$ cat src/logic/asrc_cfg.svh
// timing and field constants for the async sram host controller
`ifndef ASRC_CFG_SVH
`define ASRC_CFG_SVH
`define ASRC_CLK_PERIOD_NS 25
`define ASRC_ACCESS_NS 45
`define ASRC_ACCESS_CYC ((`ASRC_ACCESS_NS + `ASRC_CLK_PERIOD_NS - 1) / `ASRC_CLK_PERIOD_NS)
`define ASRC_ADDR_SETUP_END_NS 35
`define ASRC_PULSE_CYC ((`ASRC_ADDR_SETUP_END_NS + `ASRC_CLK_PERIOD_NS - 1) / `ASRC_CLK_PERIOD_NS)
`define ASRC_DATA_SETUP_NS 25
`define ASRC_DATA_SETUP_CYC ((`ASRC_DATA_SETUP_NS + `ASRC_CLK_PERIOD_NS - 1) / `ASRC_CLK_PERIOD_NS)
`define ASRC_HIZ_NS 18
`define ASRC_HIZ_CYC ((`ASRC_HIZ_NS + `ASRC_CLK_PERIOD_NS - 1) / `ASRC_CLK_PERIOD_NS)
`define ASRC_RETENTION_LEAD_NS 0
`define ASRC_CNT_W 4
`define ASRC_ADDR_W 19
`define ASRC_DATA_W 16
`define ASRC_LANES 2
`endif

$ cat src/logic/asrc_pkg.sv
// types for the async sram host controller
package asrc_pkg;
  typedef enum logic [2:0] {
    ASRC_IDLE = 3'b000,
    ASRC_RD = 3'b001,
    ASRC_WR_SETUP = 3'b010,
    ASRC_WR_PULSE = 3'b011,
    ASRC_WR_HOLD = 3'b100,
    ASRC_TURN = 3'b101
  } asrc_state_t;
endpackage : asrc_pkg

$ cat src/logic/asrc_sync_if.sv
// interface carrying synchronised read data to the main controller
`timescale 1ns/10ps
interface asrc_sync_if #(parameter int DW = 16);
  logic [DW-1:0] data;
  modport src (output data);
  modport dst (input data);
endinterface : asrc_sync_if

$ cat src/logic/asrc_host.sv
// host-side controller driving an asynchronous 16-bit static ram
// Overview of operation
// - host holds write data 25 ns before and 0 ns after write end
// - host never drives data while the device may drive them
// - host holds address 35 ns before write end
// - host sets write address before write start, unchanged until end
// - host deselects the device before retention, lead at least 0 ns
// - to read, select, output enable low, strobe high; lanes carry bytes
`timescale 1ns/10ps
`include "asrc_cfg.svh"
module asrc_host
  import asrc_pkg::*;
#(
  parameter int AW = `ASRC_ADDR_W,
  parameter int DW = `ASRC_DATA_W,
  parameter int LANES = `ASRC_LANES
) (
  // clock and reset
  input wire logic clk_in,
  input wire logic nrst_in,
  // user request port
  input wire logic req_valid_in,
  input wire logic req_write_in,
  input wire logic [AW-1:0] req_addr_in,
  input wire logic [DW-1:0] req_wdata_in,
  input wire logic [LANES-1:0] req_lane_en_in,
  input wire logic retain_req_in,
  output logic req_ready_out,
  output logic rd_valid_out,
  output logic [DW-1:0] rd_data_out,
  output logic retain_ok_out,
  // sram pins
  output logic [AW-1:0] addr_out,
  output logic select_low_active_out,
  output logic select_high_active_out,
  output logic write_strobe_n_out,
  output logic output_enable_n_out,
  output logic upper_lane_enable_n_out,
  output logic lower_lane_enable_n_out,
  input wire logic [DW-1:0] data_in,
  output logic [DW-1:0] data_out,
  output logic data_oe_out
);
  localparam int CW = `ASRC_CNT_W;
  localparam logic [CW-1:0] RD_CYC = CW'(`ASRC_ACCESS_CYC + 2);
  localparam logic [CW-1:0] PULSE_CYC = CW'(`ASRC_PULSE_CYC);
  localparam logic [CW-1:0] SETUP_CYC = CW'(`ASRC_HIZ_CYC);
  localparam logic [CW-1:0] TURN_CYC = CW'(`ASRC_HIZ_CYC);

  typedef struct packed {
    asrc_state_t st;
    logic [CW-1:0] cnt;
    logic [AW-1:0] addr;
    logic [DW-1:0] wdata;
    logic [LANES-1:0] lane_n;
    logic sel;
    logic we_n;
    logic oe_n;
    logic drive;
    logic ready;
    logic rd_valid;
    logic [DW-1:0] rd_data;
    logic retain_ok;
  } asrc_regs_t;

  asrc_regs_t r_q;
  asrc_regs_t r_d;
  asrc_sync_if #(.DW(DW)) rd_sync ();

  // pin data passes two flops before use
  asrc_sync #(.DW(DW)) u_sync (
    .clk_in(clk_in),
    .nrst_in(nrst_in),
    .pin_in(data_in),
    .sync_out(rd_sync)
  );

  // next state of the whole controller
  always_comb begin
    r_d = r_q;
    r_d.rd_valid = 1'b0;
    r_d.retain_ok = 1'b0;
    case (r_q.st)
      ASRC_IDLE: begin
        r_d.sel = 1'b0; // deselected idle, both lanes off
        r_d.lane_n = '1;
        r_d.oe_n = 1'b1;
        r_d.we_n = 1'b1;
        r_d.drive = 1'b0;
        r_d.ready = 1'b1;
        // selects already dropped, so retention may follow at once
        r_d.retain_ok = retain_req_in && !r_q.sel;
        if (req_valid_in && r_q.ready && |req_lane_en_in) begin
          // no grant in the cycle that selects the device again
          r_d.retain_ok = 1'b0;
          r_d.ready = 1'b0;
          r_d.addr = req_addr_in; // address set before any strobe
          r_d.wdata = req_wdata_in;
          r_d.lane_n = ~req_lane_en_in;
          r_d.sel = 1'b1;
          r_d.cnt = '0;
          if (req_write_in) begin
            r_d.st = ASRC_WR_SETUP; // oe stays high for the write
          end else begin
            r_d.oe_n = 1'b0; // read: strobe high, oe low
            r_d.st = ASRC_RD;
          end
        end
      end
      ASRC_RD: begin
        // wait access time plus sync delay before sampling
        // old data and lane turn-on delay lie well inside it
        r_d.cnt = r_q.cnt + CW'(1);
        if (r_q.cnt == RD_CYC) begin
          r_d.rd_valid = 1'b1;
          r_d.rd_data = rd_sync.data;
          r_d.oe_n = 1'b1;
          r_d.sel = 1'b0;
          r_d.lane_n = '1;
          r_d.cnt = '0;
          r_d.st = ASRC_TURN;
        end
      end
      ASRC_WR_SETUP: begin
        // let any prior device drive release before taking pins
        r_d.cnt = r_q.cnt + CW'(1);
        if (r_q.cnt == SETUP_CYC - CW'(1)) begin
          r_d.drive = 1'b1;
          r_d.we_n = 1'b0; // all enables active together starts write
          r_d.cnt = '0;
          r_d.st = ASRC_WR_PULSE;
        end
      end
      ASRC_WR_PULSE: begin
        // data and address held through the pulse
        r_d.cnt = r_q.cnt + CW'(1);
        if (r_q.cnt == PULSE_CYC - CW'(1)) begin
          r_d.we_n = 1'b1; // strobe rise ends the write
          r_d.cnt = '0;
          r_d.st = ASRC_WR_HOLD;
        end
      end
      ASRC_WR_HOLD: begin
        // one cycle of hold after strobe rise, then release
        r_d.drive = 1'b0;
        r_d.sel = 1'b0; // selects drop with strobe high
        r_d.lane_n = '1;
        r_d.st = ASRC_TURN;
      end
      ASRC_TURN: begin
        // bus turnaround so the device is released
        r_d.cnt = r_q.cnt + CW'(1);
        if (r_q.cnt == TURN_CYC - CW'(1)) begin
          r_d.cnt = '0;
          r_d.ready = 1'b1;
          r_d.st = ASRC_IDLE;
        end
      end
      default: begin
        r_d.st = ASRC_IDLE;
      end
    endcase
  end

  // single register for all state outside the pin synchroniser
  always_ff @(posedge clk_in or negedge nrst_in) begin
    if (!nrst_in) begin
      r_q <= '{st: ASRC_IDLE, cnt: '0, addr: '0, wdata: '0, lane_n: '1,
               sel: 1'b0, we_n: 1'b1, oe_n: 1'b1, drive: 1'b0,
               ready: 1'b0, rd_valid: 1'b0, rd_data: '0,
               retain_ok: 1'b0};
    end else begin
      r_q <= r_d;
    end
  end

  // pins straight from flops; lane enables mask stored bytes
  assign req_ready_out = r_q.ready;
  assign rd_valid_out = r_q.rd_valid;
  assign rd_data_out = r_q.rd_data;
  assign retain_ok_out = r_q.retain_ok;
  assign addr_out = r_q.addr;
  assign select_low_active_out = ~r_q.sel;
  assign select_high_active_out = r_q.sel;
  assign write_strobe_n_out = r_q.we_n;
  assign output_enable_n_out = r_q.oe_n;
  assign upper_lane_enable_n_out = r_q.lane_n[1];
  assign lower_lane_enable_n_out = r_q.lane_n[0];
  assign data_out = r_q.wdata;
  assign data_oe_out = r_q.drive;
endmodule : asrc_host

$ cat src/logic/asrc_sync.sv
// two-flop synchroniser for the sram data pins
`timescale 1ns/10ps
module asrc_sync #(
  parameter int DW = 16
) (
  // clock and reset
  input wire logic clk_in,
  input wire logic nrst_in,
  // raw pins
  input wire logic [DW-1:0] pin_in,
  // synchronised side
  asrc_sync_if.src sync_out
);
  logic [DW-1:0] meta_q;
  logic [DW-1:0] stable_q;

  // first stage is read only by the second stage
  always_ff @(posedge clk_in or negedge nrst_in) begin
    if (!nrst_in) begin
      meta_q <= '0;
      stable_q <= '0;
    end else begin
      meta_q <= pin_in;
      stable_q <= meta_q;
    end
  end

  assign sync_out.data = stable_q;
endmodule : asrc_sync

$ cat config.mk
export PLATFORM = sky130hd
export DESIGN_NAME = asrc_host
export DESIGN_NICKNAME = d
export VERILOG_FILES = /design/src/logic/asrc_pkg.sv /design/src/logic/asrc_sync_if.sv /design/src/logic/asrc_host.sv /design/src/logic/asrc_sync.sv
export VERILOG_INCLUDE_DIRS = /design/src /design/src/logic
export SDC_FILE = /design/constraint.sdc
export NUM_CORES = 1
export LEC_CHECK = 0
export BUFFER_PORTS_ARGS = -buffer_cell sky130_fd_sc_hd__buf_2
export CAP_MARGIN = 5
export CORE_MARGIN = 2
export CORE_UTILIZATION = 45
export CTS_CLUSTER_SIZE = 10
export DETAILED_ROUTE_END_ITERATION = 10
export GPL_TIMING_DRIVEN = 0
export PLACE_DENSITY = 0.71
export SETUP_SLACK_MARGIN = 0.02
export SLEW_MARGIN = 5
export SYNTH_ARGS = -nofsm -noshare
export SYNTH_HDL_FRONTEND = slang
export SYNTH_SLANG_ARGS = --single-unit
$ cat constraint.sdc
create_clock -name clk_in -period 5.9 [get_ports clk_in]
set_clock_uncertainty 0.1 [all_clocks]
set_input_delay 0.295 -clock clk_in [delete_from_list [all_inputs] [get_ports clk_in]]
set_output_delay 0.295 -clock clk_in [all_outputs]
set_load 0.01 [all_outputs]
### After elaboration in Yosys (flattened, before gate mapping)

Index checks and enable logic that the tools add are counted.

| word-level totals | value |
|---|---|
| bits in registers | 99 |
| input port bits | 58 |
| output and inout port bits | 61 |

| cells by class | value |
|---|---|
| add/subtract/negate cells | 1 |
| eq/ne operators | 12 |
| multiplexer cells | 25 |
| bitwise logic cells | 2 |
| reduce and logical (&&, ||, !) cells | 23 |

Operators by type and width:

| cell | number |
|---|---|
| 45-bit 2-to-1 mux | 1 |
| 17-bit 2-to-1 mux | 2 |
| 7-bit 2-to-1 mux | 4 |
| 4-bit one-hot mux with 5 select lines | 1 |
| 3-bit one-hot mux with 6 select lines | 1 |
| 2-bit AND reduction | 7 |
| 2-bit inequality test, second input constant | 5 |
| 1-bit 2-to-1 mux | 9 |
| 3-bit one-hot mux with 3 select lines | 1 |
| 3-bit by 2-bit == test with 1-bit output, second input constant | 2 |
| 3-bit == test, second input constant | 2 |
| 1-bit one-hot mux with 2 select lines | 3 |
| 2-bit nonzero test | 3 |
| 3-bit nonzero test | 2 |
| 5-bit AND reduction | 1 |
| 5-bit nonzero test | 1 |
| 4-bit by 1-bit adder with 4-bit output, second input constant | 1 |
| 4-bit by 1-bit == test with 1-bit output, second input constant | 1 |
| 4-bit by 3-bit == test with 1-bit output, second input constant | 1 |
| 4-bit zero test | 1 |
| 2-bit OR reduction | 2 |
| 3-bit by 1-bit == test with 1-bit output, second input constant | 1 |
| 1-bit logical AND | 3 |
| 3-bit zero test | 1 |
| 7 further kinds | 7 |

### Longest topological paths before layout

| depth | value |
|---|---|
| depth after elaboration | 4 |
| mapped depth | 7 |
| depth with buffers taken out | 6 |

### By module

From an unflattened synthesis, not the netlist that was laid out.

| second synthesis, totals | value |
|---|---|
| cell total of the unflattened synthesis | 280 |
| area, all modules | 4020.1 µm² |

Modules (own cells, without submodules):

| module | times used | cells an instance | area an instance (µm²) | sequential area each (µm²) |
|---|---|---|---|---|
| asrc_host | 1 | 248 | 3219.3 | 1681.6 |
| asrc_sync | 1 | 32 | 800.8 | 800.8 |

### Least setup slack after synthesis

Ideal clock, no wire load.

| timing | value |
|---|---|
| path kind | register -> register |
| from | register r_q[61] (netlist name) |
| to | register r_q[63] (netlist name) |
| setup time | 126 ps |
| arrival | 1717 ps |
| slack | 3957 ps |
| cell stages (with the launch flop) | 7 |
| buffers on the path | 0 |
| clock period less this slack | 1943 ps |
| cell sequence | dfrtp_1 inv_1 ha_1 or3b_2 o21ai_0 nor3_1 a221o_1 |

| between the ends | value |
|---|---|
| longest elaborated chain between the ends | 3 |
| elaborated cells on any way between the ends | 9 |

Ends and longest elaborated chain:

| item | line | text |
|---|---|---|
| start, declared | asrc_host.sv:66 | `asrc_regs_t r_q;` |
| start signal, assigned | asrc_host.sv:168 | `r_q <= '{st: ASRC_IDLE, cnt: '0, addr: '0, wdata: '0, lane_n: '1,` |
| start signal, assigned | asrc_host.sv:173 | `r_q <= r_d;` |
| 4-bit by 1-bit adder with 4-bit output (tied with other cells) | - |  |
| 7-bit 2-to-1 mux, on equally long branches | - |  |
| 4-bit one-hot mux with 5 select lines (*) | asrc_host.sv:83 | `case (r_q.st)` |

Every way passes the cells marked *; elsewhere a longest branch is shown, timed or not. The select of a mux whose other input is x is not followed.
A chain may end at the register's enable or synchronous reset.

### Worst setup path in the final report

| timing | value |
|---|---|
| from | register r_q[65] (netlist name) |
| to | register r_q (netlist bit data_out[7]) |

| between the ends | value |
|---|---|
| longest elaborated chain between the ends | 2 |

Ends and longest elaborated chain:

| item | line |
|---|---|
| 3-bit zero test | asrc_host.sv:83 |
| 2-bit AND reduction (no line) | - |

Every way passes these cells.

==> metrics <==
status completed; r2r setup slk 3.65 ns; hold depth 2; max-slew violation count 0; clk_lat worst skew 0.36 ns; Simple-Gate Fraction of Synth Area 4.41%; critical path arrival 2.40 ns; Cells after Synth 275; Design Power 2.58 mW; Post-CTS Setup Repair Bufs 0; Req. time, crit path 6.05 ns; Setup TNS Final 0 ns; synthesized flop and latch total 99; die width 98 um; Synth Area in Compound Gates 4.81%; CTS Hold Bufs 19; R2R depth 5; largest net degree at the start of global routing 55; HP Start req_wdata_in[3]; nets 485; initial antenna violation count 0; row count 34; Reg clk slew, reported paths 0.11 ns; critical path launch point type flop; Post-Synth XOR/XNOR Area 0%; IO Port Bufs 118; H-tree depth 3; CP Capture Type flop; core area 0.00864 mm^2; Most Used Layer, Global Route met2; final core occ 59.3%; pre-CTS setup slack 3.65 ns; share of cells above drive strength 1 58.7%; placer congestion estimate 0.862; post-detail-place hpwl 5.10 mm; Max clock buf depth 2; vias in the first global route 2,593; Die ar. 0.00960 mm^2; reg2reg end data_out[7]$_DFFE_PN0P_; maximum VDD drop 231 uV; Congestion Overflow GR 0; Die Span Y 98 um; Slew headroom 54.2%; Reg2Reg Launch Point r_q[65]$_DFFE_PN0P_; CTS Sinks 99; GR Util met1 20.2%; initial drt markers 71; RSZ-0062 raised after global routing no; synth unique cells 37; Worst Max-Slew Pin Slew 0.687 ns; Hold Crit Endpoint data_out[3]$_DFFE_PN0P_; most common cell after layout, fill and taps aside buf_2; final hold vios 0; clock root buffer clkbuf_8; # IOs 119; TritonCTS buffer count 9; DRT Pass-1 Iters 4; overall routing resource usage 16.0%; crit path kind flop to flop; clock tree from TritonCTS built; synthesis-to-layout area growth 28.8%; CTS resizes 0; largest family of logic cells by synthesized area multiplexers; Final min period 2.25 ns; syn nets 336; Hold Crit Class input port to flop; max cap viols 0; Cell Pwr Density 503 mW/mm^2; Via Count 2,522; first-pass GRT wire length 12.4 mm; Synth Cell Area 0.00398 mm^2; Vias/cell 4.70; CP max FO 10; initial core utilization 46.0%; WL/cell 13.4 um; most frequent cells in the layout buf_2, dfrtp_1, buf_4; Post-DRT Antenna Nets 0; syn_area_per_cell 14.5 um^2; Synth warnings 0; DRT Wirelength 7.18 mm; # setup viols final 0; final worst-path cycle share 38.1%; n_diodes 0; global routing usage on met2 27.2%; leakage 2.52 nW; GR Layer Usage met3 3.87%; mux cell area share after synthesis 16.0%; Max Fclk 445 MHz; final worst slack 3.65 ns; Synth Area in Adders 0.944%; drt drc 0; sequential cell area fraction in the yosys report 62.4%
-- metal layers --
layer / vias up / routed length, um / share of wire (%)
met5: - / 0 / 0
met4: 0 / 78 / 1.1
met3: 7 / 405 / 5.6
met2: 83 / 3740 / 52
met1: 1240 / 2950 / 41
li1: 1192 / - / -
-- logic make-up (layout without fill, tap and decap cells) --
kind of cell,count (synthesis),in the layout
fa+ha+maj,3,3
flops,99,99
simple gates,30,30
buf+inv,64,218
mux,53,53
compound gates,26,26
-- synthesized netlist by cell type --
| library cell | number | share of area (%) |
|---|---|---|
| dfrtp_1 | 95 | 60 |
| buf_4 | 54 | 10 |
| mux2_2 | 45 | 13 |
| nand2_1 | 8 | 0.76 |
| mux2_4 | 7 | 2.6 |
| inv_1 | 6 | 0.57 |
| a21oi_1 | 5 | 0.63 |
| nor2_1 | 5 | 0.47 |
| dfstp_2 | 4 | 2.6 |
| o21ai_0 | 4 | 0.50 |
| a221o_1 | 3 | 0.76 |
| ha_1 | 3 | 0.94 |
| nand2b_1 | 3 | 0.47 |
| a22o_1 | 2 | 0.44 |
| a2bb2oi_1 | 2 | 0.44 |
| and2_1 | 2 | 0.31 |
| clkbuf_1 | 2 | 0.19 |
| nand3_1 | 2 | 0.25 |
| nor3_1 | 2 | 0.25 |
| o211ai_1 | 2 | 0.38 |
| o22a_1 | 2 | 0.44 |
| or3b_2 | 2 | 0.44 |
| a31oi_1 | 1 | 0.16 |
| and4b_1 | 1 | 0.25 |
| buf_2 | 1 | 0.13 |
| buf_8 | 1 | 0.38 |
| mux4_2 | 1 | 0.57 |
| nor2b_1 | 1 | 0.16 |
| nor3_4 | 1 | 0.41 |
| nor3b_1 | 1 | 0.19 |
| nor4_1 | 1 | 0.16 |
| o211a_1 | 1 | 0.25 |
| o21bai_1 | 1 | 0.19 |
| o22ai_1 | 1 | 0.16 |
| o32a_1 | 1 | 0.25 |
| o32ai_1 | 1 | 0.22 |
| or3b_4 | 1 | 0.28 |
-- through the flow --
step	std cells	hold WS, ns	cell area (um^2)
after detailed placement	502	0.235	4730
after floorplan	275	-0.101	3980
after global routing	537	0.0367	5120
final	537	0.0589	5120
after CTS	537	0.0346	5120
after global placement	501	0.231	4700
-- worst max-delay path, stage by stage, from the launching register on --
cell and delay (ns):
dfrtp_1 0.47, nor3_1 0.51, and2_1 0.21, buf_2 0.24
buf_4 0.24, mux2_2 0.36
-- flip-flops by register name, summed over array words and instances (netlist names) --
name / count
lower_lane_enable_n_out: 1
req_ready_out: 1
rd_valid_out: 1
retain_ok_out: 1
select_high_active_out: 1
rd_data_out: 16
output_enable_n_out: 1
upper_lane_enable_n_out: 1
data_oe_out: 1
u_sync.sync_out.data: 16
r_q: 7
write_strobe_n_out: 1
data_out: 16
addr_out: 19
u_sync.meta_q: 16
-- report_power, final --
| group | switching (mW) | internal, mW |
|---|---|---|
| clock | 0.255 | 0.169 |
| combinational | 0.439 | 0.650 |
| sequential | 0.142 | 0.922 |
-- final cells by class --
type	count	area, um^2
Fill cell	714	3520
Timing Repair Buffer	138	811
Buffer	58	433
Clock buffer	9	124
Clock inverter	7	73.8
Sequential cell	99	2480
Tap cell	108	135
Inverter	6	22.5
Multi-Input combinational cell	112	1040
-- worst max-delay path by stage --
stage,slack [ns],cells past startpoint,to,start
after floorplan,3.96,6,r_q[63]$_DFFE_PN0P_,r_q[61]$_DFFE_PN0P_
after global placement,3.48,1,addr_out[4]$_DFFE_PN0P_,nrst_in
after detailed placement,3.65,5,data_out[7]$_DFFE_PN0P_,r_q[65]$_DFFE_PN0P_
after CTS,3.62,5,data_out[14]$_DFFE_PN0P_,r_q[65]$_DFFE_PN0P_
after global routing,3.47,5,data_out[14]$_DFFE_PN0P_,r_q[65]$_DFFE_PN0P_
final,3.65,5,data_out[7]$_DFFE_PN0P_,r_q[65]$_DFFE_PN0P_
No activity file was read; power rests on OpenSTA's default activity.
